--- src/verilog/uev_map.vh ---
// Summary of operation
// - phy write: id and register in low bits
// - owner bit one means software reaches phy
// - release returns ownership; later phy writes ignored
// - eeprom read returns word at given address
// - eeprom write: address, low then high byte
// - eeprom writes need permit; forbid withdraws it
// - promiscuous forwards any address, crc check still applies, resets to zero
// - all-multicast forwards multicast, else hash decides
// - keep crc error frames when set, default drop
// - accept broadcast frames, resets to one
// - accept hashed multicast frames, resets to one
// - unicast by hash when set, default off
// - start bit runs mac, halted after reset
// - burst size code selects 2k to 16k bytes
// - back to back gap, seven bits, reset 15h
// - gap part one 0ch, part sum 12h
// - station address bytes, first byte least significant
// - eight bitmap bytes form hash, first least
// - rx control read and write share layout
// - station address has read and write codes
// - random backoff load bit, resets to zero
`ifndef UEV_MAP_VH
`define UEV_MAP_VH
// command codes
`define UEV_CMD_OWN_REQ 8'h06
`define UEV_CMD_PHY_WR 8'h08
`define UEV_CMD_OWN_STAT 8'h09
`define UEV_CMD_OWN_REL 8'h0a
`define UEV_CMD_EE_RD 8'h0b
`define UEV_CMD_EE_WR 8'h0c
`define UEV_CMD_EE_PERMIT 8'h0d
`define UEV_CMD_EE_FORBID 8'h0e
`define UEV_CMD_RXC_RD 8'h0f
`define UEV_CMD_RXC_WR 8'h10
`define UEV_CMD_GAP_RD 8'h11
`define UEV_CMD_GAP_WR 8'h12
`define UEV_CMD_STA_RD 8'h13
`define UEV_CMD_STA_WR 8'h14
`define UEV_CMD_HASH_RD 8'h15
`define UEV_CMD_HASH_WR 8'h16
`define UEV_CMD_TEST_WR 8'h17
// data stage lengths in bytes
`define UEV_LEN_PHY 4'h2
`define UEV_LEN_STAT 4'h1
`define UEV_LEN_EE 4'h2
`define UEV_LEN_RXC 4'h2
`define UEV_LEN_GAP 4'h3
`define UEV_LEN_STA 4'h6
`define UEV_LEN_HASH 4'h8
// receive control byte fields, then the test byte backoff bit
`define UEV_RXC_ALL 0
`define UEV_RXC_EVMC 1
`define UEV_RXC_KEEP 2
`define UEV_RXC_BC 3
`define UEV_RXC_HMC 4
`define UEV_RXC_UCH 5
`define UEV_RXC_SO 7
`define UEV_BACKOFF_BIT 0
// reset values
`define UEV_RST_BURST 2'h3
`define UEV_RST_GAP 7'h15
`define UEV_RST_GAP1 7'h0c
`define UEV_RST_GAP2 7'h12
`define UEV_RST_STA 48'h0000_0000_0000
`define UEV_RST_HASH 64'h0000_0000_0000_0000
// hash crc
`define UEV_CRC_POLY 32'hedb88320
`define UEV_CRC_INIT 32'hffffffff
`endif

--- src/verilog/uev_byte_bank.v ---
`timescale 1ns/1ps
// byte-writable register, byte 0 in the low bits
module uev_byte_bank #(
   parameter NBYTES = 6,
   parameter [8*NBYTES-1:0] RESET_VALUE = {8*NBYTES{1'b0}}
) (
   input wire mclk,
   input wire reset,
   input wire wr_en,
   input wire [3:0] wr_idx,
   input wire [7:0] wr_byte,
   output wire [8*NBYTES-1:0] value
);
   reg [8*NBYTES-1:0] value_reg; // stored bytes
   genvar g;
   assign value = value_reg;
   // one lane per byte, so the write decode stays flat
   generate
      for (g = 0; g < NBYTES; g = g + 1)
      begin : lane
         localparam [3:0] IDX = g; // lane index at the width of wr_idx
         always @(posedge mclk or posedge reset)
         begin
            if (reset)
               value_reg[8*g+7:8*g] <= RESET_VALUE[8*g+7:8*g];
            else if (wr_en && (wr_idx == IDX))
               value_reg[8*g+7:8*g] <= wr_byte;
         end
      end
   endgenerate
endmodule

--- src/verilog/uev_da_hash.v ---
`timescale 1ns/1ps
`include "uev_map.vh"
// crc-32 over the destination address, bit 0 of byte 0 first
module uev_da_hash (
   input wire [47:0] da,
   output wire [5:0] index
);
   reg [31:0] crc; // running remainder
   integer i;
   // unrolled by the tool; purely combinational, no state
   always @*
   begin
      crc = `UEV_CRC_INIT;
      for (i = 0; i < 48; i = i + 1)
      begin
         if (crc[0] ^ da[i])
            crc = (crc >> 1) ^ `UEV_CRC_POLY;
         else
            crc = crc >> 1;
      end
   end
   assign index = crc[31:26];
endmodule

--- src/verilog/uev_cmd_regs.v ---
`timescale 1ns/1ps
`include "uev_map.vh"
// vendor command register bank of the usb ethernet controller
module uev_cmd_regs (
   input wire mclk,
   input wire reset,
   // setup stage of a vendor request
   input wire cmd_valid,
   output wire cmd_ready,
   input wire [7:0] cmd_code,
   input wire [7:0] cmd_aa,
   input wire [7:0] cmd_bb,
   input wire [7:0] cmd_cc,
   input wire [7:0] cmd_dd,
   output wire cmd_reject,
   // data stage from host to device
   input wire out_valid,
   output wire out_ready,
   input wire [7:0] out_byte,
   // data stage from device to host
   output wire in_valid,
   input wire in_ready,
   output wire [7:0] in_byte,
   output wire in_last,
   // serial management engine
   output wire phy_wr_req,
   output wire [4:0] phy_id,
   output wire [4:0] phy_reg,
   output wire [15:0] phy_wdata,
   output wire mgmt_sw_owner,
   // serial eeprom engine
   output wire ee_rd_req,
   output wire ee_wr_req,
   output wire [7:0] ee_addr,
   output wire [15:0] ee_wdata,
   input wire ee_rd_done,
   input wire [15:0] ee_rd_data,
   // receive filter
   input wire frm_valid,
   input wire [47:0] frm_da,
   input wire frm_crc_err,
   output wire frm_done,
   output wire frm_forward,
   // mac settings
   output wire mac_run,
   output wire [1:0] usb_burst_size,
   output wire [6:0] back_to_back_gap,
   output wire [6:0] gap_part_one,
   output wire [6:0] gap_part_sum,
   output wire [47:0] station_address,
   output wire random_backoff_load
);
   // one-hot states
   localparam [3:0] ST_IDLE = 4'h1;
   localparam [3:0] ST_WDATA = 4'h2;
   localparam [3:0] ST_RDATA = 4'h4;
   localparam [3:0] ST_EEWAIT = 4'h8;

   reg [3:0] state_reg; // command sequencer
   reg [3:0] state_next;
   reg [7:0] code_reg; // command being served
   reg [3:0] cnt_reg; // data stage byte index
   reg [3:0] len_reg; // data stage length
   reg [7:0] in_byte_reg; // byte offered to host
   reg reject_reg; // unknown code pulse
   reg owner_reg; // software owns management
   reg permit_reg; // eeprom write permission
   reg [4:0] phy_id_reg;
   reg [4:0] phy_reg_reg;
   reg [15:0] phy_wdata_reg;
   reg phy_wr_reg; // phy write pulse
   reg ee_rd_reg; // eeprom read pulse
   reg ee_wr_reg; // eeprom write pulse
   reg [7:0] ee_addr_reg;
   reg [15:0] ee_wdata_reg;
   reg [15:0] ee_data_reg; // word returned by eeprom
   // receive control fields
   reg accept_all_frames_reg;
   reg accept_every_multicast_reg;
   reg keep_crc_error_frames_reg;
   reg accept_broadcast_reg;
   reg accept_hashed_multicast_reg;
   reg accept_unicast_by_hash_reg;
   reg start_reg;
   reg [1:0] usb_burst_size_reg;
   reg [6:0] gap_reg;
   reg [6:0] gap1_reg;
   reg [6:0] gap2_reg;
   reg random_backoff_load_reg;
   reg frm_done_reg;
   reg frm_forward_reg;
   reg [7:0] sel_byte; // read mux result
   reg [3:0] start_len; // length for a new read

   wire st_idle = state_reg[0];
   wire st_wdata = state_reg[1];
   wire st_rdata = state_reg[2];
   wire take_cmd = st_idle & cmd_valid; // setup accepted
   wire take_out = st_wdata & out_valid; // host byte accepted
   wire take_in = st_rdata & in_ready; // device byte accepted
   wire last_idx = (cnt_reg == len_reg - 4'h1);
   wire [7:0] sel_code = st_idle ? cmd_code : code_reg;
   wire [3:0] sel_idx = st_idle ? 4'h0 : cnt_reg + 4'h1;
   wire sta_wr = take_out & (code_reg == `UEV_CMD_STA_WR);
   wire hash_wr = take_out & (code_reg == `UEV_CMD_HASH_WR);
   wire [63:0] hash_map;
   wire [5:0] hash_idx;
   wire [7:0] rxc_byte;

   assign rxc_byte = {start_reg, 1'b0, accept_unicast_by_hash_reg, accept_hashed_multicast_reg,
                      accept_broadcast_reg, keep_crc_error_frames_reg, accept_every_multicast_reg,
                      accept_all_frames_reg};

   // station address, written byte by byte in transfer order
   uev_byte_bank #(
      .NBYTES(6),
      .RESET_VALUE(`UEV_RST_STA)
   ) u_station (
      .mclk(mclk),
      .reset(reset),
      .wr_en(sta_wr),
      .wr_idx(cnt_reg),
      .wr_byte(out_byte),
      .value(station_address)
   );

   // multicast hash bitmap
   uev_byte_bank #(
      .NBYTES(8),
      .RESET_VALUE(`UEV_RST_HASH)
   ) u_hash (
      .mclk(mclk),
      .reset(reset),
      .wr_en(hash_wr),
      .wr_idx(cnt_reg),
      .wr_byte(out_byte),
      .value(hash_map)
   );

   // hash index of the incoming destination address
   uev_da_hash u_da_hash (
      .da(frm_da),
      .index(hash_idx)
   );

   // read byte mux, also used to prime the first byte
   always @*
   begin
      sel_byte = 8'h00;
      start_len = 4'h0;
      case (sel_code)
         `UEV_CMD_OWN_STAT:
         begin
            sel_byte = {7'h00, owner_reg};
            start_len = `UEV_LEN_STAT;
         end
         `UEV_CMD_EE_RD:
         begin
            sel_byte = sel_idx[0] ? ee_data_reg[15:8] : ee_data_reg[7:0];
            start_len = `UEV_LEN_EE;
         end
         `UEV_CMD_RXC_RD:
         begin
            sel_byte = sel_idx[0] ? {6'h00, usb_burst_size_reg} : rxc_byte;
            start_len = `UEV_LEN_RXC;
         end
         `UEV_CMD_GAP_RD:
         begin
            // reserved top bit of each gap byte reads zero
            if (sel_idx == 4'h0)
               sel_byte = {1'b0, gap_reg};
            else if (sel_idx == 4'h1)
               sel_byte = {1'b0, gap1_reg};
            else
               sel_byte = {1'b0, gap2_reg};
            start_len = `UEV_LEN_GAP;
         end
         `UEV_CMD_STA_RD:
         begin
            sel_byte = station_address[8*sel_idx[2:0] +: 8];
            start_len = `UEV_LEN_STA;
         end
         `UEV_CMD_HASH_RD:
         begin
            sel_byte = hash_map[8*sel_idx[2:0] +: 8];
            start_len = `UEV_LEN_HASH;
         end
         default:
         begin
            sel_byte = 8'h00;
            start_len = 4'h0;
         end
      endcase
   end

   // next state of the sequencer
   always @*
   begin
      state_next = state_reg;
      case (state_reg)
         ST_IDLE:
         begin
            if (take_cmd)
            begin
               if (cmd_code == `UEV_CMD_PHY_WR || cmd_code == `UEV_CMD_STA_WR ||
                   cmd_code == `UEV_CMD_HASH_WR)
                  state_next = ST_WDATA;
               else if (cmd_code == `UEV_CMD_EE_RD)
                  state_next = ST_EEWAIT;
               else if (start_len != 4'h0)
                  state_next = ST_RDATA;
            end
         end
         ST_WDATA:
         begin
            if (take_out && last_idx)
               state_next = ST_IDLE;
         end
         ST_RDATA:
         begin
            if (take_in && last_idx)
               state_next = ST_IDLE;
         end
         ST_EEWAIT:
         begin
            if (ee_rd_done)
               state_next = ST_RDATA;
         end
         default:
            state_next = ST_IDLE;
      endcase
   end

   // sequencer, data stage bookkeeping and command side effects
   always @(posedge mclk or posedge reset)
   begin
      if (reset)
      begin
         state_reg <= ST_IDLE;
         code_reg <= 8'h00;
         cnt_reg <= 4'h0;
         len_reg <= 4'h0;
         in_byte_reg <= 8'h00;
         reject_reg <= 1'b0;
         owner_reg <= 1'b0;
         permit_reg <= 1'b0;
         phy_id_reg <= 5'h00;
         phy_reg_reg <= 5'h00;
         phy_wdata_reg <= 16'h0000;
         phy_wr_reg <= 1'b0;
         ee_rd_reg <= 1'b0;
         ee_wr_reg <= 1'b0;
         ee_addr_reg <= 8'h00;
         ee_wdata_reg <= 16'h0000;
         ee_data_reg <= 16'h0000;
         accept_all_frames_reg <= 1'b0;
         accept_every_multicast_reg <= 1'b0;
         keep_crc_error_frames_reg <= 1'b0;
         accept_broadcast_reg <= 1'b1;
         accept_hashed_multicast_reg <= 1'b1;
         accept_unicast_by_hash_reg <= 1'b0;
         start_reg <= 1'b0;
         usb_burst_size_reg <= `UEV_RST_BURST;
         gap_reg <= `UEV_RST_GAP;
         gap1_reg <= `UEV_RST_GAP1;
         gap2_reg <= `UEV_RST_GAP2;
         random_backoff_load_reg <= 1'b0;
      end
      else
      begin
         state_reg <= state_next;
         // pulses default low
         reject_reg <= 1'b0;
         phy_wr_reg <= 1'b0;
         ee_rd_reg <= 1'b0;
         ee_wr_reg <= 1'b0;
         if (take_cmd)
         begin
            code_reg <= cmd_code;
            cnt_reg <= 4'h0;
            len_reg <= start_len;
            in_byte_reg <= sel_byte;
            case (cmd_code)
               `UEV_CMD_OWN_REQ:
                  owner_reg <= 1'b1;
               `UEV_CMD_OWN_REL:
                  owner_reg <= 1'b0;
               `UEV_CMD_PHY_WR:
               begin
                  // reserved upper bits of both bytes dropped
                  phy_id_reg <= cmd_aa[4:0];
                  phy_reg_reg <= cmd_cc[4:0];
                  len_reg <= `UEV_LEN_PHY;
               end
               `UEV_CMD_EE_RD:
               begin
                  ee_addr_reg <= cmd_aa;
                  ee_rd_reg <= 1'b1;
                  len_reg <= `UEV_LEN_EE;
               end
               `UEV_CMD_EE_WR:
               begin
                  // without permission the request is dropped silently
                  if (permit_reg)
                  begin
                     ee_addr_reg <= cmd_aa;
                     ee_wdata_reg <= {cmd_dd, cmd_cc};
                     ee_wr_reg <= 1'b1;
                  end
               end
               `UEV_CMD_EE_PERMIT:
                  permit_reg <= 1'b1;
               `UEV_CMD_EE_FORBID:
                  permit_reg <= 1'b0;
               `UEV_CMD_RXC_WR:
               begin
                  accept_all_frames_reg <= cmd_aa[`UEV_RXC_ALL];
                  accept_every_multicast_reg <= cmd_aa[`UEV_RXC_EVMC];
                  keep_crc_error_frames_reg <= cmd_aa[`UEV_RXC_KEEP];
                  accept_broadcast_reg <= cmd_aa[`UEV_RXC_BC];
                  accept_hashed_multicast_reg <= cmd_aa[`UEV_RXC_HMC];
                  accept_unicast_by_hash_reg <= cmd_aa[`UEV_RXC_UCH];
                  start_reg <= cmd_aa[`UEV_RXC_SO];
                  usb_burst_size_reg <= cmd_bb[1:0];
               end
               `UEV_CMD_GAP_WR:
               begin
                  gap_reg <= cmd_aa[6:0];
                  gap1_reg <= cmd_bb[6:0];
                  gap2_reg <= cmd_cc[6:0];
               end
               `UEV_CMD_TEST_WR:
                  random_backoff_load_reg <= cmd_aa[`UEV_BACKOFF_BIT];
               // write stages have no read mux entry, so their length is set here
               `UEV_CMD_STA_WR:
                  len_reg <= `UEV_LEN_STA;
               `UEV_CMD_HASH_WR:
                  len_reg <= `UEV_LEN_HASH;
               `UEV_CMD_OWN_STAT, `UEV_CMD_RXC_RD, `UEV_CMD_GAP_RD, `UEV_CMD_STA_RD, `UEV_CMD_HASH_RD:
                  reject_reg <= 1'b0;
               default:
                  reject_reg <= 1'b1; // unsupported code, nothing changes
            endcase
         end
         // host bytes of the data stage
         if (take_out)
         begin
            cnt_reg <= cnt_reg + 4'h1;
            if (code_reg == `UEV_CMD_PHY_WR)
            begin
               if (cnt_reg == 4'h0)
                  phy_wdata_reg[7:0] <= out_byte;
               else
                  phy_wdata_reg[15:8] <= out_byte;
               // ignored unless software still owns the interface
               if (last_idx && owner_reg)
                  phy_wr_reg <= 1'b1;
            end
         end
         // eeprom word arrives, first byte primed for the host
         if (state_reg == ST_EEWAIT && ee_rd_done)
         begin
            ee_data_reg <= ee_rd_data;
            in_byte_reg <= ee_rd_data[7:0];
         end
         // device bytes of the data stage
         if (take_in && !last_idx)
         begin
            cnt_reg <= cnt_reg + 4'h1;
            in_byte_reg <= sel_byte;
         end
      end
   end

   // receive frame classification, one decision per presented address
   wire is_bcast = (frm_da == 48'hffff_ffff_ffff);
   wire is_mcast = frm_da[0] & ~is_bcast; // group bit of first byte
   wire is_ucast = ~frm_da[0];
   wire hash_hit = hash_map[hash_idx];
   wire mc_ok = accept_every_multicast_reg | (accept_hashed_multicast_reg & hash_hit);
   wire uc_ok = (frm_da == station_address) | (accept_unicast_by_hash_reg & hash_hit);
   wire type_ok = accept_all_frames_reg | (is_bcast & accept_broadcast_reg) |
                  (is_mcast & mc_ok) | (is_ucast & uc_ok);
   wire crc_ok = ~frm_crc_err | keep_crc_error_frames_reg;

   // decision registered so it lines up with frm_done
   always @(posedge mclk or posedge reset)
   begin
      if (reset)
      begin
         frm_done_reg <= 1'b0;
         frm_forward_reg <= 1'b0;
      end
      else
      begin
         frm_done_reg <= frm_valid;
         if (frm_valid)
            frm_forward_reg <= start_reg & type_ok & crc_ok;
      end
   end

   assign cmd_ready = st_idle;
   assign cmd_reject = reject_reg;
   assign out_ready = st_wdata;
   assign in_valid = st_rdata;
   assign in_byte = in_byte_reg;
   assign in_last = st_rdata & last_idx;
   assign phy_wr_req = phy_wr_reg;
   assign phy_id = phy_id_reg;
   assign phy_reg = phy_reg_reg;
   assign phy_wdata = phy_wdata_reg;
   assign mgmt_sw_owner = owner_reg;
   assign ee_rd_req = ee_rd_reg;
   assign ee_wr_req = ee_wr_reg;
   assign ee_addr = ee_addr_reg;
   assign ee_wdata = ee_wdata_reg;
   assign frm_done = frm_done_reg;
   assign frm_forward = frm_forward_reg;
   assign mac_run = start_reg;
   assign usb_burst_size = usb_burst_size_reg;
   assign back_to_back_gap = gap_reg;
   assign gap_part_one = gap1_reg;
   assign gap_part_sum = gap2_reg;
   assign random_backoff_load = random_backoff_load_reg;
endmodule

--- config.mk ---
export PLATFORM = sky130hd
export DESIGN_NAME = uev_cmd_regs
export DESIGN_NICKNAME = d
export VERILOG_FILES = /design/src/verilog/uev_byte_bank.v /design/src/verilog/uev_da_hash.v /design/src/verilog/uev_cmd_regs.v
export VERILOG_INCLUDE_DIRS = /design/src /design/src/verilog
export SDC_FILE = /design/constraint.sdc
export NUM_CORES = 1
export LEC_CHECK = 0
export ABC_AREA = 1
export BUFFER_PORTS_ARGS = -buffer_cell sky130_fd_sc_hd__buf_2
export CELL_PAD_IN_SITES_DETAIL_PLACEMENT = 1
export CELL_PAD_IN_SITES_GLOBAL_PLACEMENT = 2
export CORE_ASPECT_RATIO = 1.4
export CORE_MARGIN = 3
export CORE_UTILIZATION = 34
export DETAILED_ROUTE_END_ITERATION = 8
export PLACE_DENSITY = 0.83
export SLEW_MARGIN = 5
export SYNTH_ARGS = -nofsm -noshare
export SYNTH_HDL_FRONTEND = slang
export SYNTH_HIERARCHICAL = 1
export SYNTH_SLANG_ARGS = --single-unit
--- constraint.sdc ---
create_clock -name mclk -period 10 [get_ports mclk]
set_input_delay 2 -clock mclk [delete_from_list [all_inputs] [get_ports mclk]]
set_output_delay 2 -clock mclk [all_outputs]
set_load 0.02 [all_outputs]
==> impl_metrics.tcl <==
set metrics [dict create \
    outcome "finished clean" \
    timing.rr.start "cnt_reg[0]" \
    grt_start_max_net_pins 83 \
    synth_largest_area_cell "dfrtp_1" \
    routedWlPerCell_um 20.2 \
    final_max_slew_viol_count 0 \
    max_stage_delay_ns 0.79 \
    ys_seq_area_share_pct 32.9 \
    startpoint_type "input port" \
    fmax_mhz 128 \
    grt-ovfl-total 0 \
    cts_inserted_buffers 25 \
    clock_skew_ns 0.0365 \
    area_growth_pct 14.8 \
    r2r_cells 16 \
    synth_seq_cells 245 \
    setup_tns_ns 0 \
    cts_tree "yes" \
    drv_cap 0 \
    finalPower_mw 7.53 \
    tightest_slew_ns 1.11 \
    drt_iter0_drc 929 \
    track_usage_pct 26.6 \
    num_vias 20235 \
    cp.required_ns 10.46 \
    syn-mean-instance-area_um2 6.39 \
    finalCritPeriodShare_pct 78.3 \
    critical_path.endpoint_type "flip-flop" \
    synth-main-ff-cell "dfrtp_1" \
    leakage_nw 12.0 \
    synthDistinctLibCells 46 \
    drive_above_1_share_pct 16.0 \
    cts.sinks 245 \
    hold_viol_final 0 \
    root_buffer "clkbuf_16" \
    synthTopCellsByArea "dfrtp_1, nand2_1, nand3_1, inv_1, xor2_1" \
    cpMostUsedCell "nand2_1" \
    gp_congestion 0.915 \
    die_x_um 204 \
    cts_setup_buffers 0 \
    arrival_ns 8.30 \
    detail-route-antenna-nets 0 \
    critPathMaxFanout 17 \
    htreeDepth 1 \
    dp_hpwl_mm 62.4 \
    core_mm2 0.0543 \
    yosys-top-cells-count "nand2_1, nand3_1, inv_1" \
    yosysTopAreaCellShare_pct 31.2 \
    yosysMostFrequentCell "nand2_1" \
    port_buffers 260 \
    synth_area_mm2 0.0187 \
    rows 101 \
    synth_nets 3050 \
    largest_reg_flops 64 \
    power_density_mw_per_mm2 351 \
    path_clk_slew_ns 0.06 \
    crit_start "frm_da[0]" \
    crit_end "frm_forward" \
    worstSetupPathType "in -> reg" \
    hold_class "reg -> reg" \
    initial_core_util_pct 34.4 \
    cp_slowest_cell "inv_1" \
    antenna_found_initial 2 \
    peakVddDrop_v 0.000485 \
    rsz0062_at_grt "false" \
    layout_min_cycle_time_ns 7.83 \
    ys_warn_count 6 \
    nNetsFinal 3265 \
    io_pins 262 \
    reg2reg_slack_ns 5.93 \
    grt_pass1_vias 21234 \
    synth_cells 2927 \
    clockBufferDepth 3 \
    drt_pass1_iterations 5 \
    routed_wl_mm 78.5 \
    drc_errors 0 \
    fp.dieH_um 283 \
    hold_buffers 0 \
    timing.rr.end "in_byte[4]" \
    via_per_inst 5.21 \
    setup_viol 0 \
    grt_pass1_wl_mm 121 \
    cts-resized-gates 0 \
    synth_edf_count 0 \
    dieArea_mm2 0.0579 \
    synthArstFlopShare_pct 100 \
    max-slew-margin-rel_pct 25.5 \
    clk_latency_ns 0.57 \
]
## how the worst min path moves through the flow
stage,end,depth (start not counted),slack [ns],from
after floorplan,ee_data_reg[14],2,0.44,ee_data_reg[14]
after global placement,ee_data_reg[9],2,0.46,ee_data_reg[9]
after detailed placement,ee_data_reg[10],2,0.46,ee_data_reg[10]
after CTS,ee_data_reg[9],2,0.47,ee_data_reg[9]
after global routing,ee_wdata[14],2,0.50,ee_wdata[14]
final,ee_data_reg[10],2,0.47,ee_data_reg[10]
## worst max-delay path, delay by kind of cell
kind	cells	cell delay, ns
buffers and inverters	5	1.58
XOR/XNOR	1	0.22
AND/OR/NAND/NOR	37	4.47
## metal layers
layer | up-vias | GRT usage, % | wire [um]
li1 | 9749 | - | -
met1 | 9851 | 28.4 | 29000
met2 | 454 | 51.2 | 42300
met3 | 181 | 2.15 | 2460
met4 | 0 | 14.0 | 4710
met5 | - | 0 | 0
## kinds of logic after synthesis
group                    after synthesis  synth area share, %
XOR/XNOR                             104                 5.25
multiplexers                          10                0.549
buffers and inverters                392                 8.55
AND/OR/NAND/NOR                     1999                 47.6
AO/OA/AOI/OAI                        174                 4.97
adder cells (fa/ha/maj)                3                0.201
flip-flops                           245                 32.9
## cell usage in the layout, fill, tap and decap left out, types with 5 or more instances in the layout
master	netlist	layout
o22ai_1	6	6
inv_2	24	26
nor3_1	16	14
or2_2	8	8
dfstp_2	12	12
nor4_1	8	8
buf_2	25	260
o21bai_1	8	8
nand3b_1	7	7
nand2_4	14	14
nand3_2	19	19
clkbuf_16	0	25
nand4_1	87	87
o21ai_1	16	16
xnor2_1	30	30
mux2i_1	8	8
nor2_4	12	12
buf_4	8	16
inv_1	273	270
nand2_1	1266	1266
a21oi_1	37	37
a31oi_1	5	5
nor2_1	86	85
xor2_2	5	5
dfrtp_1	233	233
o21ai_0	94	94
xor2_1	67	67
nand3_1	396	396
nand2_2	70	70
## where the power goes
part	internal (mW)	total, mW	leakage [nW]	switching (mW)
registers	1.04	1.10	3.26	0.0549
logic	1.45	5.42	8.35	3.97
clock network	0.585	1.02	0.427	0.431
## area by class of cell
| type | instances | area, um^2 |
|---|---|---|
| inverter | 304 | 1160 |
| tap | 721 | 902 |
| multi-input combinational | 2290 | 11000 |
| clock inverter | 14 | 209 |
| sequential | 245 | 6150 |
| antenna | 2 | 5.00 |
| fill | 7276 | 32900 |
| clock buffer | 30 | 664 |
| timing repair buffer | 276 | 1420 |
## per-stage QoR
step | instance area (um^2) | cells | setup WS [ns] | util (%) | hold slack (ns)
2_1_floorplan | 18700 | 2927 | 4.04 | - | 0.437
3_3_place_gp | 20600 | 3836 | 1.80 | 37.9 | 0.455
3_5_place_dp | 20600 | 3836 | 1.67 | 37.9 | 0.459
4_1_cts | 21500 | 3880 | 2.27 | 39.5 | 0.473
5_1_grt | 21500 | 3881 | 1.60 | 39.5 | 0.498
6_report | 21500 | 3882 | 2.17 | 39.5 | 0.470
Note: power is estimated with default switching activity, not from simulation.
